--- src/rx_global_pkg.sv ---
// Constants for the receiver global control register bank
package rx_global_pkg;
    // Register indices; byte address is four times the index
    localparam logic [7:0] IDX_CNT_LOW    = 8'h00;
    localparam logic [7:0] IDX_CNT_HIGH   = 8'h01;
    localparam logic [7:0] IDX_SYNC_CTRL  = 8'h02;
    localparam logic [7:0] IDX_GLOBAL_CFG = 8'h22;
    localparam logic [7:0] IDX_FRAME_CFG  = 8'h24;
    localparam logic [7:0] IDX_DRIVE_CTRL = 8'h25;
    localparam logic [7:0] IDX_ONESHOT    = 8'h26;
    localparam logic [7:0] IDX_IRQ_MASK   = 8'h27;
    localparam logic [7:0] IDX_IRQ_STATUS = 8'h29;
    // Word index field inside the byte address
    localparam int ADDR_W   = 12;
    localparam int IDX_LSB  = 2;
    localparam int IDX_MSB  = 9;
    // Reset values
    localparam logic [15:0] DRIVE_RESET = 16'h87ff;
    localparam logic [15:0] ZERO16      = 16'h0000;
    // Frame configuration fields
    localparam int FR_DEL_LSB = 12;
    localparam int FR_DEL_MSB = 15;
    localparam int FR_LEN_LSB = 1;
    localparam int FR_LEN_MSB = 7;
    localparam int FR_POL_BIT = 0;
    // Drive control fields
    localparam int DRV_CLK_ENA = 15;
    localparam int DRV_GAIN_A  = 7;
    localparam int DRV_PAIR_0  = 3;
    localparam int DRV_PARCLK  = 1;
    localparam int DRV_IRQSYNC = 0;
    // One-shot trigger bit
    localparam int ONESHOT_BIT = 7;
    // Global config: interrupt clear bit
    localparam int INTR_CLR_BIT = 5;
    // Sync control fields
    localparam int SC_SEL_LSB = 8;
    localparam int SC_SEL_MSB = 10;
    localparam int SC_WID_LSB = 0;
    localparam int SC_WID_MSB = 7;
    // Status and mask field bases
    localparam int ST_CHAN_LSB  = 8;
    localparam int ST_INPUT_MSB = 7;
    localparam int ST_OVR_MSB   = 3;
    // Sync source codes
    typedef enum logic [2:0] {
        SRC_EXT_A   = 3'b000,
        SRC_EXT_B   = 3'b001,
        SRC_EXT_C   = 3'b010,
        SRC_EXT_D   = 3'b011,
        SRC_COUNTER = 3'b100,
        SRC_ONESHOT = 3'b101,
        SRC_ZERO    = 3'b110,
        SRC_ONE     = 3'b111
    } sync_src_t;
    // AXI responses
    localparam logic [1:0] RESP_OKAY   = 2'b00;
    localparam logic [1:0] RESP_SLVERR = 2'b10;
endpackage

--- src/rx_global_ctrl.sv ---
// Receiver global control register bank with AXI4-Lite slave
//
// Function
// RULE_01 - Sync delay places sync versus first sample
// RULE_02 - Frame lasts field plus one clocks
// RULE_03 - Sync polarity bit selects low or high
// RULE_04 - Sample clock enable bit, resets to one
// RULE_05 - Disable bits active low, reset to one
// RULE_06 - Bits 10..7 drive gain groups d..a
// RULE_07 - Bits 3..6 drive channel pair outputs
// RULE_08 - Bit1 parallel clock, bit0 irq/sync
// RULE_09 - Trigger bit fires one sync pulse
// RULE_10 - Host rewrites zero then one to refire
// RULE_11 - Mask bits 15..8 gate channel meters
// RULE_12 - Mask bits 7..4 gate input meters
// RULE_13 - Mask bits 3..0 gate overflow ports
// RULE_14 - Status 15..8 flag channel meters 7..0
// RULE_15 - Status 7..4 flag input meters 0..3
// RULE_16 - Status 3..0 flag overflow pins a..d
// RULE_17 - Shared 32-bit counter, two halves
// RULE_18 - Software loads interval minus one
// RULE_19 - Counter advances every sample clock
// RULE_20 - Interrupt clear bit holds status cleared
// RULE_21 - Counter sync lasts 1 to 256 clocks
// RULE_22 - Codes 100/101 pick counter/one-shot
// RULE_23 - Status sticky, unmasked bits raise irq
//
// The AXI4-Lite register port was chosen for this implementation.
`timescale 1ns/1ps
module rx_global_ctrl (
    input  wire logic        mclk,
    input  wire logic        srst,
    // AXI4-Lite slave
    input  wire logic [11:0] s_axi_awaddr,
    input  wire logic        s_axi_awvalid,
    output logic             s_axi_awready,
    input  wire logic [31:0] s_axi_wdata,
    input  wire logic [3:0]  s_axi_wstrb,
    input  wire logic        s_axi_wvalid,
    output logic             s_axi_wready,
    output logic [1:0]       s_axi_bresp,
    output logic             s_axi_bvalid,
    input  wire logic        s_axi_bready,
    input  wire logic [11:0] s_axi_araddr,
    input  wire logic        s_axi_arvalid,
    output logic             s_axi_arready,
    output logic [31:0]      s_axi_rdata,
    output logic [1:0]       s_axi_rresp,
    output logic             s_axi_rvalid,
    input  wire logic        s_axi_rready,
    // Event sources
    input  wire logic [7:0]  chan_power_evt,
    input  wire logic [3:0]  input_power_evt,
    input  wire logic [3:0]  overflow_pin,
    input  wire logic [3:0]  ext_sync,
    // Block outputs
    output logic             sample_clk_en,
    output logic             par_sync_out,
    output logic             first_sample,
    output logic             block_sync,
    output logic             oneshot_pulse,
    output logic             irq,
    output logic [3:0]       gain_oe,
    output logic [3:0]       pair_oe,
    output logic             par_clk_oe,
    output logic             irq_sync_oe
);
    // Whole module state
    typedef struct packed {
        logic        aw_have;   // Write address held
        logic [7:0]  aw_idx;    // Held write index
        logic        aw_bad;    // Held address out of window
        logic        w_have;    // Write data held
        logic [15:0] w_data;    // Held write data
        logic [1:0]  w_strb;    // Held low byte lanes
        logic        awready;   // Address channel ready
        logic        wready;    // Data channel ready
        logic        bvalid;    // Write response pending
        logic [1:0]  bresp;     // Write response code
        logic        arready;   // Read address ready
        logic        rvalid;    // Read data pending
        logic [31:0] rdata;     // Read data word
        logic [1:0]  rresp;     // Read response code
        logic [15:0] cnt_low;   // Interval load low half
        logic [15:0] cnt_high;  // Interval load high half
        logic [15:0] sync_ctrl; // Source select and pulse width
        logic [15:0] gcfg;      // Global config
        logic [15:0] frame_cfg; // Frame configuration
        logic [15:0] drive;     // Output drive control
        logic [15:0] oneshot;   // One-shot trigger
        logic [15:0] mask;      // Interrupt mask
        logic [15:0] status;    // Sticky interrupt status
        logic        trig_prev; // Last trigger bit value
        logic [31:0] icount;    // Shared interval counter
        logic [8:0]  pw_left;   // Counter sync cycles left
        logic [6:0]  frame_cnt; // Position inside frame
        logic [15:0] hist;      // Frame start history
        logic        sync_act;  // Parallel sync active
        logic        par_sync;  // Parallel sync pin level
        logic        first;     // First channel sample flag
        logic        bsync;     // Selected block sync
        logic        pulse;     // One-shot pulse
        logic        irq;       // Interrupt level
        logic        clk_en;    // Sample clock enable
        logic [3:0]  gain_oe;   // Gain group enables a..d
        logic [3:0]  pair_oe;   // Pair enables 0/1..6/7
        logic        pclk_oe;   // Parallel clock enable
        logic        isync_oe;  // Irq and sync enable
    } state_t;

    state_t st_q;  // Registered state
    state_t st_d;  // Next state

    // Index of a byte address
    function automatic logic [7:0] word_idx(input logic [11:0] a);
        word_idx = a[rx_global_pkg::IDX_MSB:rx_global_pkg::IDX_LSB];
    endfunction

    // Address lies in the decoded window
    function automatic logic in_win(input logic [11:0] a);
        in_win = (a[rx_global_pkg::ADDR_W-1:rx_global_pkg::IDX_MSB+1]
                  == 2'b00) && (a[1:0] == 2'b00);
    endfunction

    // Index names an implemented register
    function automatic logic mapped(input logic [7:0] i);
        mapped = (i == rx_global_pkg::IDX_CNT_LOW)
              || (i == rx_global_pkg::IDX_CNT_HIGH)
              || (i == rx_global_pkg::IDX_SYNC_CTRL)
              || (i == rx_global_pkg::IDX_GLOBAL_CFG)
              || (i == rx_global_pkg::IDX_FRAME_CFG)
              || (i == rx_global_pkg::IDX_DRIVE_CTRL)
              || (i == rx_global_pkg::IDX_ONESHOT)
              || (i == rx_global_pkg::IDX_IRQ_MASK)
              || (i == rx_global_pkg::IDX_IRQ_STATUS);
    endfunction

    // Byte-lane merge of a 16-bit register
    function automatic logic [15:0] merge(input logic [15:0] old,
                                          input logic [15:0] nw,
                                          input logic [1:0]  be);
        merge = {be[1] ? nw[15:8] : old[15:8],
                 be[0] ? nw[7:0]  : old[7:0]};
    endfunction

    // Next-state logic
    always_comb begin
        logic        wr_go;     // Write commits this cycle
        logic        wr_ok;     // Write hits a register
        logic [7:0]  ridx;      // Read index
        logic [15:0] rval;      // Read value
        logic [3:0]  dly;       // Sync delay field
        logic [6:0]  flen;      // Frame last position
        logic [31:0] load;      // Interval terminal value
        logic        wrap;      // Counter reached terminal
        logic        fstart;    // Frame starts now
        logic [15:0] hnext;     // History with current start
        logic        cnt_sync;  // Counter sync active
        logic [15:0] evt;       // Events in status layout
        logic        trig;      // Trigger bit now
        wr_go    = 1'b0;
        wr_ok    = 1'b0;
        ridx     = 8'h00;
        rval     = rx_global_pkg::ZERO16;
        dly      = 4'h0;
        flen     = 7'h00;
        load     = 32'h0000_0000;
        wrap     = 1'b0;
        fstart   = 1'b0;
        hnext    = rx_global_pkg::ZERO16;
        cnt_sync = 1'b0;
        evt      = rx_global_pkg::ZERO16;
        trig     = 1'b0;
        st_d     = st_q;

        // Capture write address and data in either order
        if (s_axi_awvalid && st_q.awready) begin
            st_d.aw_have = 1'b1;
            st_d.aw_idx  = word_idx(s_axi_awaddr);
            st_d.aw_bad  = !in_win(s_axi_awaddr);
        end
        if (s_axi_wvalid && st_q.wready) begin
            st_d.w_have = 1'b1;
            st_d.w_data = s_axi_wdata[15:0];
            st_d.w_strb = s_axi_wstrb[1:0];
        end
        // Response retires when taken
        if (st_q.bvalid && s_axi_bready) begin
            st_d.bvalid = 1'b0;
        end
        // Commit once both halves are held
        if (st_q.aw_have && st_q.w_have && !st_q.bvalid) begin
            wr_go       = 1'b1;
            wr_ok       = !st_q.aw_bad && mapped(st_q.aw_idx);
            st_d.aw_have = 1'b0;
            st_d.w_have  = 1'b0;
            st_d.bvalid  = 1'b1;
            st_d.bresp   = wr_ok ? rx_global_pkg::RESP_OKAY
                                 : rx_global_pkg::RESP_SLVERR;
        end
        st_d.awready = !st_d.aw_have;
        st_d.wready  = !st_d.w_have;

        // Register writes
        if (wr_go && wr_ok) begin
            unique case (st_q.aw_idx)
                rx_global_pkg::IDX_CNT_LOW: begin
                    st_d.cnt_low = merge(st_q.cnt_low, st_q.w_data,
                                         st_q.w_strb); // RULE_17
                end
                rx_global_pkg::IDX_CNT_HIGH: begin
                    st_d.cnt_high = merge(st_q.cnt_high, st_q.w_data,
                                          st_q.w_strb); // RULE_17
                end
                rx_global_pkg::IDX_SYNC_CTRL: begin
                    st_d.sync_ctrl = merge(st_q.sync_ctrl, st_q.w_data,
                                           st_q.w_strb);
                end
                rx_global_pkg::IDX_GLOBAL_CFG: begin
                    st_d.gcfg = merge(st_q.gcfg, st_q.w_data,
                                      st_q.w_strb);
                end
                rx_global_pkg::IDX_FRAME_CFG: begin
                    st_d.frame_cfg = merge(st_q.frame_cfg, st_q.w_data,
                                           st_q.w_strb);
                end
                rx_global_pkg::IDX_DRIVE_CTRL: begin
                    st_d.drive = merge(st_q.drive, st_q.w_data,
                                       st_q.w_strb);
                end
                rx_global_pkg::IDX_ONESHOT: begin
                    st_d.oneshot = merge(st_q.oneshot, st_q.w_data,
                                         st_q.w_strb);
                end
                rx_global_pkg::IDX_IRQ_MASK: begin
                    st_d.mask = merge(st_q.mask, st_q.w_data,
                                      st_q.w_strb);
                end
                default: begin
                    // Status is read only; writes are accepted
                end
            endcase
        end

        // Read channel: one read at a time
        if (st_q.rvalid && s_axi_rready) begin
            st_d.rvalid = 1'b0;
        end
        if (s_axi_arvalid && st_q.arready) begin
            ridx = word_idx(s_axi_araddr);
            unique case (ridx)
                rx_global_pkg::IDX_CNT_LOW:    rval = st_q.cnt_low;
                rx_global_pkg::IDX_CNT_HIGH:   rval = st_q.cnt_high;
                rx_global_pkg::IDX_SYNC_CTRL:  rval = st_q.sync_ctrl;
                rx_global_pkg::IDX_GLOBAL_CFG: rval = st_q.gcfg;
                rx_global_pkg::IDX_FRAME_CFG:  rval = st_q.frame_cfg;
                rx_global_pkg::IDX_DRIVE_CTRL: rval = st_q.drive;
                rx_global_pkg::IDX_ONESHOT:    rval = st_q.oneshot;
                rx_global_pkg::IDX_IRQ_MASK:   rval = st_q.mask;
                rx_global_pkg::IDX_IRQ_STATUS: rval = st_q.status;
                default:                       rval = rx_global_pkg::ZERO16;
            endcase
            st_d.rvalid = 1'b1;
            st_d.rdata  = {rx_global_pkg::ZERO16, rval};
            st_d.rresp  = (in_win(s_axi_araddr) && mapped(ridx))
                        ? rx_global_pkg::RESP_OKAY
                        : rx_global_pkg::RESP_SLVERR;
        end
        st_d.arready = !st_d.rvalid;

        // Sample clock enable from an active high bit, output enables from active low bits
        st_d.clk_en   = st_q.drive[rx_global_pkg::DRV_CLK_ENA]; // RULE_04
        st_d.gain_oe  = ~st_q.drive[rx_global_pkg::DRV_GAIN_A +: 4];
        // RULE_05 RULE_06
        st_d.pair_oe  = ~st_q.drive[rx_global_pkg::DRV_PAIR_0 +: 4];
        // RULE_07
        st_d.pclk_oe  = !st_q.drive[rx_global_pkg::DRV_PARCLK]; // RULE_08
        st_d.isync_oe = !st_q.drive[rx_global_pkg::DRV_IRQSYNC]; // RULE_08

        // One-shot fires on the zero-to-one change only
        trig           = st_q.oneshot[rx_global_pkg::ONESHOT_BIT];
        st_d.trig_prev = trig;
        st_d.pulse     = trig && !st_q.trig_prev; // RULE_09 RULE_10

        // Frame timing, frozen while the sample clock is off
        dly    = st_q.frame_cfg[rx_global_pkg::FR_DEL_MSB:
                                rx_global_pkg::FR_DEL_LSB];
        flen   = st_q.frame_cfg[rx_global_pkg::FR_LEN_MSB:
                                rx_global_pkg::FR_LEN_LSB];
        fstart = st_q.clk_en && (st_q.frame_cnt == 7'h00);
        hnext  = {st_q.hist[14:0], fstart};
        if (st_q.clk_en) begin
            st_d.frame_cnt = (st_q.frame_cnt >= flen) ? 7'h00
                           : st_q.frame_cnt + 7'h01; // RULE_02
            st_d.hist      = hnext;
            st_d.first     = hnext[1];    // RULE_01
            st_d.sync_act  = hnext[dly];  // RULE_01
        end
        st_d.par_sync = st_d.sync_act
                      ? st_q.frame_cfg[rx_global_pkg::FR_POL_BIT]
                      : !st_q.frame_cfg[rx_global_pkg::FR_POL_BIT];
        // RULE_03

        // Shared interval counter and its sync pulse
        load = {st_q.cnt_high, st_q.cnt_low};
        wrap = st_q.icount >= load;
        if (wr_go && wr_ok && (st_q.aw_idx == rx_global_pkg::IDX_CNT_LOW
            || st_q.aw_idx == rx_global_pkg::IDX_CNT_HIGH)) begin
            st_d.icount = 32'h0000_0000; // Restart on reload
        end else if (st_q.clk_en) begin
            st_d.icount = wrap ? 32'h0000_0000
                               : st_q.icount + 32'h0000_0001; // RULE_19
            if (wrap) begin
                st_d.pw_left = {1'b0, st_q.sync_ctrl[
                    rx_global_pkg::SC_WID_MSB:rx_global_pkg::SC_WID_LSB]}
                    + 9'h001; // RULE_21
            end else if (st_q.pw_left != 9'h000) begin
                st_d.pw_left = st_q.pw_left - 9'h001;
            end
        end
        cnt_sync = st_q.pw_left != 9'h000;

        // Block sync source selection
        unique case (rx_global_pkg::sync_src_t'(st_q.sync_ctrl[
                     rx_global_pkg::SC_SEL_MSB:rx_global_pkg::SC_SEL_LSB]))
            rx_global_pkg::SRC_EXT_A:   st_d.bsync = ext_sync[0];
            rx_global_pkg::SRC_EXT_B:   st_d.bsync = ext_sync[1];
            rx_global_pkg::SRC_EXT_C:   st_d.bsync = ext_sync[2];
            rx_global_pkg::SRC_EXT_D:   st_d.bsync = ext_sync[3];
            rx_global_pkg::SRC_COUNTER: st_d.bsync = cnt_sync; // RULE_22
            rx_global_pkg::SRC_ONESHOT: st_d.bsync = st_q.pulse; // RULE_22
            rx_global_pkg::SRC_ZERO:    st_d.bsync = 1'b0;
            rx_global_pkg::SRC_ONE:     st_d.bsync = 1'b1;
        endcase

        // Events mapped into the status layout
        for (int i = 0; i < 8; i++) begin
            evt[rx_global_pkg::ST_CHAN_LSB + i] = chan_power_evt[i];
            // RULE_14
        end
        for (int i = 0; i < 4; i++) begin
            evt[rx_global_pkg::ST_INPUT_MSB - i] = input_power_evt[i];
            // RULE_15
            evt[rx_global_pkg::ST_OVR_MSB - i] = overflow_pin[i];
            // RULE_16
        end
        // Sticky status; the clear bit holds everything cleared
        if (st_q.gcfg[rx_global_pkg::INTR_CLR_BIT]) begin
            st_d.status = rx_global_pkg::ZERO16; // RULE_20
        end else begin
            st_d.status = st_q.status | evt; // RULE_23
        end
        // Only unmasked set bits reach the interrupt
        st_d.irq = |(st_q.status & ~st_q.mask); // RULE_11 RULE_12 RULE_13
    end

    // State register
    always_ff @(posedge mclk) begin
        if (srst) begin
            st_q          <= '0;
            st_q.drive    <= rx_global_pkg::DRIVE_RESET; // RULE_04 RULE_05
            st_q.clk_en   <= 1'b1;
            st_q.awready  <= 1'b1;
            st_q.wready   <= 1'b1;
            st_q.arready  <= 1'b1;
            st_q.par_sync <= 1'b1;
        end else begin
            st_q <= st_d;
        end
    end

    // Outputs straight from the state register
    assign s_axi_awready = st_q.awready;
    assign s_axi_wready  = st_q.wready;
    assign s_axi_bvalid  = st_q.bvalid;
    assign s_axi_bresp   = st_q.bresp;
    assign s_axi_arready = st_q.arready;
    assign s_axi_rvalid  = st_q.rvalid;
    assign s_axi_rdata   = st_q.rdata;
    assign s_axi_rresp   = st_q.rresp;
    assign sample_clk_en = st_q.clk_en;
    assign par_sync_out  = st_q.par_sync;
    assign first_sample  = st_q.first;
    assign block_sync    = st_q.bsync;
    assign oneshot_pulse = st_q.pulse;
    assign irq           = st_q.irq;
    assign gain_oe       = st_q.gain_oe;
    assign pair_oe       = st_q.pair_oe;
    assign par_clk_oe    = st_q.pclk_oe;
    assign irq_sync_oe   = st_q.isync_oe;

    logic wrap_chk;  // Counter terminal seen by checks
    assign wrap_chk = st_q.icount >= {st_q.cnt_high, st_q.cnt_low};
endmodule

--- config.mk ---
export PLATFORM = sky130hd
export DESIGN_NAME = rx_global_ctrl
export DESIGN_NICKNAME = d
export VERILOG_FILES = /design/src/rx_global_pkg.sv /design/src/rx_global_ctrl.sv
export SDC_FILE = /design/constraint.sdc
export NUM_CORES = 1
export LEC_CHECK = 0
export ABC_AREA = 1
export CORE_MARGIN = 4
export CORE_UTILIZATION = 35
export CTS_CLUSTER_DIAMETER = 60
export DETAILED_ROUTE_END_ITERATION = 8
export DONT_BUFFER_PORTS = 1
export PLACE_DENSITY = 0.53
export SYNTH_ARGS = -nofsm -noshare
export SYNTH_HDL_FRONTEND = slang
export SYNTH_SLANG_ARGS = --single-unit
--- constraint.sdc ---
create_clock -name mclk -period 2.5 [get_ports mclk]
set_input_delay 0.25 -clock mclk [delete_from_list [all_inputs] [get_ports mclk]]
set_output_delay 0.25 -clock mclk [all_outputs]
set_load 0.05 [all_outputs]
==> results of run 1 <==
## area by class of cell
class / count / area [um2]
inverters: 206 / 776
fillers: 3837 / 21900
clock inverters: 15 / 205
flip-flops and latches: 276 / 5530
multi-input cells: 1157 / 6150
repair buffers: 84 / 798
well taps: 468 / 586
clock buffers: 40 / 808
## state kept, by name, indices dropped and copies added (netlist names)
signal and cells:
st_q 236, s_axi_rdata 16, gain_oe 4, pair_oe 4, st_d 2, block_sync 1
irq 1, irq_sync_oe 1, oneshot_pulse 1, par_clk_oe 1, par_sync_out 1, s_axi_arready 1
s_axi_awready 1, s_axi_bresp 1, s_axi_bvalid 1, s_axi_rresp 1, s_axi_rvalid 1, s_axi_wready 1
sample_clk_en 1
## routing by layer
layer  share of wire [%]  track usage [%]  up-vias  routed length, um
met5                   0                0        -                  0
met4                 2.5             4.59        0                975
met3                 6.2             2.39       60               2360
met2                  43             28.4      318              16600
met1                  48             26.5     5122              18300
li1                    -                -     5734                  -
## metrics by stage
step	hold slack (ns)	std cells	instance area, um2	utilization, %	power (W)
after floorplan	0.376	1751	13100	-	0.00504
after global placement	0.327	2138	13300	36.1	0.00516
after detailed placement	0.336	2138	13300	36.1	0.00516
after CTS	0.0512	2246	14800	40.3	0.00982
after global routing	0.0803	2246	14800	40.4	0.0101
final	0.0891	2246	14800	40.4	0.00974
## timing repair
| action | CTS | global route |
|---|---|---|
| resized for setup | 0 | 1 |
| hold buffers | 53 | 0 |
| endpoints found under the hold margin | 91 | 0 |
| endpoints found under the setup margin | 0 | 1 |
## worst register-to-register path, cell delays in order, from the launching register on
cell     delay, ns
dfxtp_1       0.31
inv_1         0.07
ha_1          0.30
nand2_1       0.07
nor2_1        0.16
nand4_1       0.23
nor2_1        0.21
nand2_1       0.20
nand4_1       0.16
nand2_1       0.08
inv_1         0.20
nand2_1       0.09
nand2_1       0.07
nor2_1        0.04
## cell families after synthesis
| family | Yosys count |
|---|---|
| other cells | 1 |
| simple gates | 591 |
| fa+ha+maj | 44 |
| flops | 276 |
| buf+inv | 318 |
| compound gates | 466 |
| xor+xnor | 38 |
## layout by cell type, fill, tap and decap left out, drive strengths merged
cell	instances
nor2	253
bufinv	4
o22ai	50
xnor2	10
a21o	3
inv	206
nand3b	4
a221oi	4
o211ai	26
o2111a	1
nor3	24
xor2	28
a21oi	176
nor3b	3
nor4	6
nand3	61
a41oi	1
dlygate4sd3	52
nand2	216
dfxtp	276
clkbuf	40
o21a	2
clkinv	9
buf	32
ha	44
nand4	19
conb	18
or2	5
clkinvlp	2
o21ai	202
o221ai	1
## where the power goes
group	internal, W	switching (W)	total, W
combinational	0.000171	0.000339	0.000510
clock	0.00270	0.00190	0.00460
sequential	0.00448	0.000163	0.00464
total	0.00735	0.00240	0.00974
## worst max-delay path by stage
| stage | from | slack (ns) | to |
|---|---|---|---|
| 2_1_floorplan | sample_clk_en$_SDFF_PP1_ | 0.44 | st_q[77]$_SDFFE_PP0P_ |
| 3_3_place_gp | st_q[209]$_SDFFE_PP0P_ | 0.27 | st_q[45]$_SDFFE_PP0P_ |
| 3_5_place_dp | st_q[209]$_SDFFE_PP0P_ | 0.24 | st_q[44]$_SDFFE_PP0P_ |
| 4_1_cts | st_q[40]$_SDFFE_PP0P_ | 0.12 | block_sync$_SDFF_PP0_ |
| 5_1_grt | st_q[40]$_SDFFE_PP0P_ | 0.01 | block_sync$_SDFF_PP0_ |
| 6_report | st_q[209]$_SDFFE_PP0P_ | 0.19 | st_q[44]$_SDFFE_PP0P_ |
==> flow_summary_export.csv, run 1 <==
group,metric,value,unit
status,status,"finished clean",
clock_network,htreeDepth,1,
place,dp_hpwl,27700,um
worst_hold_path,hp-class,"input port to register",
route,wl,38300,um
sta,fin_crit_sh,92.4,%
sta,rsz0062_at_grt,"no",
clock_network,cts_tree,"built",
critical_path,critPathSlowestCell,"dfxtp_1",
clock_network,cts_sinks,276,
clock_network,cts_root_buffer,"clkbuf_16",
route,drt_first_pass_iters,5,
sta,tns,0,ns
synth,synth_common_cells,"dfxtp_1, nor2_1, inv_1, nand2_1, o21ai_0",
global_route,grt_pass1_vias,10500,
synth,synthMuxAreaShare,0,%
clock_network,cts_made_buffers,30,
sta,slew_viol_final,0,
synth,ys_async_sr_fraction,0,%
global_route,grt_first_pass_wirelength,59300,um
worst_hold_path,whs_endpoint,"st_q[284]$_SDFFE_PP0P_",
pwr,peakVddDrop,548,uV
sta,max-slew-margin-rel,55.5,%
route,drt_iter0_drc,752,
global_route,gr-total-overflow,0,
critical_path,r2r-start,"st_q[209]$_SDFFE_PP0P_",
place,pre_cts_ws,0.236,ns
flow_run,drv_cap,0,
final_layout,antennaDiodeCount,0,
critical_path,worst_path_largest_cell_delay,0.31,ns
critical_path,cp_max_fo,8,
synth,synth_compound_gate_area_share,19.1,%
clock_network,post_cts_buffers,0,
pwr,power_density,656,nW/um2
critical_path,start_kind,"register",
clock_network,clkSlewWorstSetupHoldPaths,0.06,ns
synth,ys_warn_count,0,
global_route,antenna_found_initial,0,
route,ant_nets,0,
place,portBuffers,0,
route,vias,11200,
worst_hold_path,hold_path_startpoint,"s_axi_wvalid",
critical_path,reg2regPathDepth,13,
place,place_congestion,0.863,
critical_path,cp_num_buf_inv,2,
clock_network,clk_path_buf_depth,3,
synth,yosys.area_share.xor_xnor,2.54,%
floorplanning,fp-row-count,70,
synth,synth_top_family_by_area,"simple AND/OR/NAND/NOR gates",
critical_path,crit_type,"register to register",
synth,syn_inst,1734,
synth,synth-main-ff-cell,"dfxtp_1",
synth,ys_ff_latch,276,
sta,finalSetupViolCount,0,
sta,finalHoldViolCount,0,
synth,yosysTopAreaCellShare,42.2,%
synth,yosys.area.top_type,"dfxtp_1",
global_route,gr-usage-all-layers,18.1,%
route,drc,0,
critical_path,r2r-end,"st_q[44]$_SDFFE_PP0P_",
clock_network,clock_latency,0.57,ns
critical_path,path_cells,"inv_1 > ha_1 > nand2_1 > nor2_1 > nand4_1 > nor2_1 > nand2_1 > nand4_1 > nand2_1 > inv_1 > nand2_1 > nand2_1 > nor2_1",
final_layout,area_delta_synth_final,13.5,%
synth,synth_edf_count,0,
worst_hold_path,min_delay_path_depth,2,
synth,synthDistinctLibCells,46,
final_layout,layout-drive-gt1-share,7.71,%
synth,synth_area_leaders,"dfxtp_1, o21ai_0, nor2_1",
critical_path,r2r_slack,0.19,ns
synth,synth-simple-area-share,20.6,%
critical_path,required,2.95,ns
critical_path,critPathArrivalTime,2.76,ns
floorplanning,die_h,201,um
synth,avgSynthCellArea,7.55,um2
synth,synthAdderAreaFrac,4.21,%
global_route,grt_max_degree,80,
sta,timing.fmax,0.433,GHz
pwr,leakage,5.77,nW
critical_path,cp-end-kind,"register",
critical_path,cp.depth,13,
floorplanning,fp.dieW,201,um
final_layout,nNetsFinal,1886,
sta,skew,0.0274,ns
synth,synth_area,13100,um2
floorplanning,ios,144,
route,wl_per_cell,17.0,um
sta,worst_slew_pin_slew,0.666,ns
synth,yosysMostFrequentCell,"dfxtp_1",
sta,setup_slack,0.190,ns
floorplanning,core_area,36800,um2
sta,period_needed,2.31,ns
floorplanning,initial_core_util,35.6,%
floorplanning,die-area,40500,um2
critical_path,crit_family,"simple AND/OR/NAND/NOR gates",
critical_path,crit_path_frequent_cell,"nand2_1",
route,via_per_inst,5.00,
synth,seq_area_frac_synth,42.2,%
Note: power is estimated with default switching activity, not from simulation.
==> run 2: changes to the inputs <==
--- a/config.mk
+++ b/config.mk
@@ -5,7 +5,6 @@
 export SDC_FILE = /design/constraint.sdc
 export NUM_CORES = 1
 export LEC_CHECK = 0
-export ABC_AREA = 1
 export CORE_MARGIN = 4
 export CORE_UTILIZATION = 35
 export CTS_CLUSTER_DIAMETER = 60
==> run 2 against run 1 <==
Die area fell by 1.8%. Register-to-register slack got worse by 0.08 ns. Combinational power shrank 5.3%. Clock-buffer cell count is 11 higher. Worst hold slack got worse by 0.033 ns. Largest cell class unchanged. Largest power group is now clock.
==> flow_summary_export.csv, run 2 <==
group,metric,value,unit
global_route,met2_usage,27.7,%
synth,synth_area,12800,um2
route,vias,10300,
global_route,antenna_found_initial,1,
floorplanning,core_area,35900,um2
synth,ys_async_sr_fraction,0,%
critical_path,critPathSlowestCell,"or4_1",
synth,yosysTopAreaCellShare,43.0,%
global_route,grt_pass1_vias,10100,
route,wl_per_cell,18.1,um
floorplanning,fp.dieW,200,um
place,dp_hpwl,25600,um
synth,yosysMostFrequentCell,"dfxtp_1",
sta,timing.fmax,0.418,GHz
final_layout,nNetsFinal,1671,
sta,fin_crit_sh,95.7,%
global_route,met1_usage,26.2,%
clock_network,cts_made_buffers,35,
route,drc,0,
synth,yosys.area.top_type,"dfxtp_1",
global_route,gr-total-overflow,0,
sta,worst_slew_pin_slew,0.662,ns
synth,synth_edf_count,0,
clock_network,post_cts_buffers,0,
clock_network,clock_latency,0.53,ns
pwr,power_density,665,nW/um2
pwr,total_power,0.0103,W
global_route,grt_first_pass_wirelength,57100,um
critical_path,start_kind,"register",
pwr,peakVddDrop,448,uV
clock_network,cts_root_buffer,"clkbuf_16",
floorplanning,ios,144,
critical_path,crit_type,"register to register",
route,via_per_inst,5.10,
critical_path,cp-end-kind,"register",
sta,max-slew-margin-rel,55.8,%
place,place_congestion,0.816,
sta,skew,0.0175,ns
floorplanning,die-area,39800,um2
synth,synthDistinctLibCells,64,
floorplanning,initial_core_util,35.7,%
global_route,grtUsageMet3,3.34,%
critical_path,worst_path_largest_cell_delay,0.58,ns
global_route,grt_max_degree,126,
final_layout,final_cell_mix,"dfxtp_1, nand2_1, nor2_1, a21oi_1, mux2i_1",
floorplanning,die_h,200,um
final_layout,fin_util,43.1,%
sta,finalSetupViolCount,0,
flow_run,drv_cap,0,
sta,slew_viol_final,0,
route,drt_first_pass_iters,5,
final_layout,largest_reg_flops,236,
synth,syn_inst,1459,
synth,avgSynthCellArea,8.80,um2
global_route,gr-usage-all-layers,18.0,%
route,wl,36600,um
clock_network,htreeDepth,2,
final_layout,regMostFlops,"st_q",
route,drt_iter0_drc,643,
worst_hold_path,hp-class,"input port to register",
critical_path,critPathArrivalTime,2.86,ns
sta,period_needed,2.39,ns
route,ant_nets,0,
clock_network,clkSlewWorstSetupHoldPaths,0.06,ns
critical_path,path_cells,"inv_1 > ha_1 > a21oi_1 > o21ai_0 > a22oi_1 > nand3_1 > or4_1 > a21oi_2 > o21a_1",
final_layout,antennaDiodeCount,0,
clock_network,clk_path_buf_depth,3,
clock_network,cts_tree,"built",
clock_network,cts_sinks,276,
sta,rsz0062_at_grt,"yes",
final_layout,layout_commonest_cell,"dfxtp_1",
synth,seq_area_frac_synth,43.0,%
status,status,"finished clean",
synth,synth_common_cells,"dfxtp_1, nand2_1, nor2_1, a21oi_1, mux2i_1",
place,portBuffers,0,
critical_path,cp_max_fo,4,
synth,synth_area_leaders,"dfxtp_1, mux2i_1, nand2_1",
synth,synth-main-ff-cell,"dfxtp_1",
final_layout,area_delta_synth_final,20.5,%
floorplanning,fp-row-count,69,
pwr,leakage,6.17,nW
synth,ys_ff_latch,276,
synth,ys_warn_count,0,
final_layout,design_area,15500,um2
critical_path,required,2.97,ns
final_layout,layout-drive-gt1-share,10.0,%
place,place_area,13200,um2
sta,finalHoldViolCount,0,
global_route,busiest_layer,"met2",
run 2: cell types whose count changed after synthesis, sizes merged, moves of 19 or more:
cell,delta
o21ai,-189
o211ai,-25
inv,-135
mux2i,+103
nor2,-63
o21a,+19
nand3,-37
mux4,+21
clkbuf,+23
a22oi,+46
o22ai,-42
a21oi,-49
run 2: final cells by class:
type / count / area [um2]
Clock buffer: 51 / 1040
Clock inverter: 11 / 163
Fill cell: 3595 / 20400
Inverter: 70 / 263
Multi-Input combinational cell: 1010 / 6510
Sequential cell: 276 / 5530
Tap cell: 461 / 577
Timing Repair Buffer: 147 / 1400
run 2: cells by family (layout without fill, tap and decap cells):
group | after synthesis | count (layout) | share of synthesized area, %
AO/OA/AOI/OAI | 255 | 255 | 12.1
other | 1 | 18 | 0.0292
flip-flops | 276 | 276 | 43.0
AND/OR/NAND/NOR | 523 | 523 | 18.6
XOR/XNOR | 44 | 44 | 3.00
adder cells (fa/ha/maj) | 44 | 44 | 4.29
buffers and inverters | 190 | 279 | 7.01
multiplexers | 126 | 126 | 11.9
run 2: metrics by stage:
step           setup TNS [ns]  setup WS, ns  hold slack (ns)  std cells
2_1_floorplan               0         0.212            0.360       1476
3_3_place_gp                0         0.105            0.361       1864
3_5_place_dp                0        0.0566            0.363       1864
4_1_cts                     0        0.0419           0.0299       2026
5_1_grt               -0.0193      -0.00738           0.0438       2026
6_report                    0         0.108           0.0558       2026
run 2: path summary, 6_finish.rpt:
kind	start	endpoint	slack (ns)	cells past startpoint
worst max-delay path	st_q[205]$_SDFFE_PP0P_	st_q[40]$_SDFFE_PP0P_	0.11	9
worst min-delay path	ext_sync[2]	block_sync$_SDFF_PP0_	0.06	2
worst max register to register	st_q[205]$_SDFFE_PP0P_	st_q[40]$_SDFFE_PP0P_	0.11	9
worst min register to register	st_q[81]$_SDFF_PP0_	oneshot_pulse$_SDFF_PP0_	0.39	1
run 2: critical path: cells and delay by family, from the launching register on:
kind | cells | cell delay, ns
DFF | 1 | 0.35
buffers and inverters | 1 | 0.05
and+or+nand+nor | 2 | 0.82
adders and majority gates | 1 | 0.31
AOI/OAI and AO/OA | 5 | 0.82
run 2: where the power goes:
| part | internal [W] | leakage [nW] | switching (W) |
|---|---|---|---|
| Clock | 0.00320 | 0.587 | 0.00198 |
| Combinational | 0.000202 | 3.35 | 0.000282 |
| Sequential | 0.00447 | 2.24 | 0.000146 |
| Total | 0.00787 | 6.17 | 0.00241 |
run 2: metal layers:
metal | share of wire, % | vias to the layer above
met2 | 44 | 242
met1 | 49 | 4904
met4 | 2.0 | 2
li1 | - | 5127
met5 | 0.035 | -
met3 | 5.1 | 52
run 2: repair_timing:
action | 4_1_cts | 5_1_grt
resized for setup | 0 | 5
endpoints found under the hold margin | 220 | 0
hold buffers | 100 | 0
setup endpoints to repair | 0 | 37
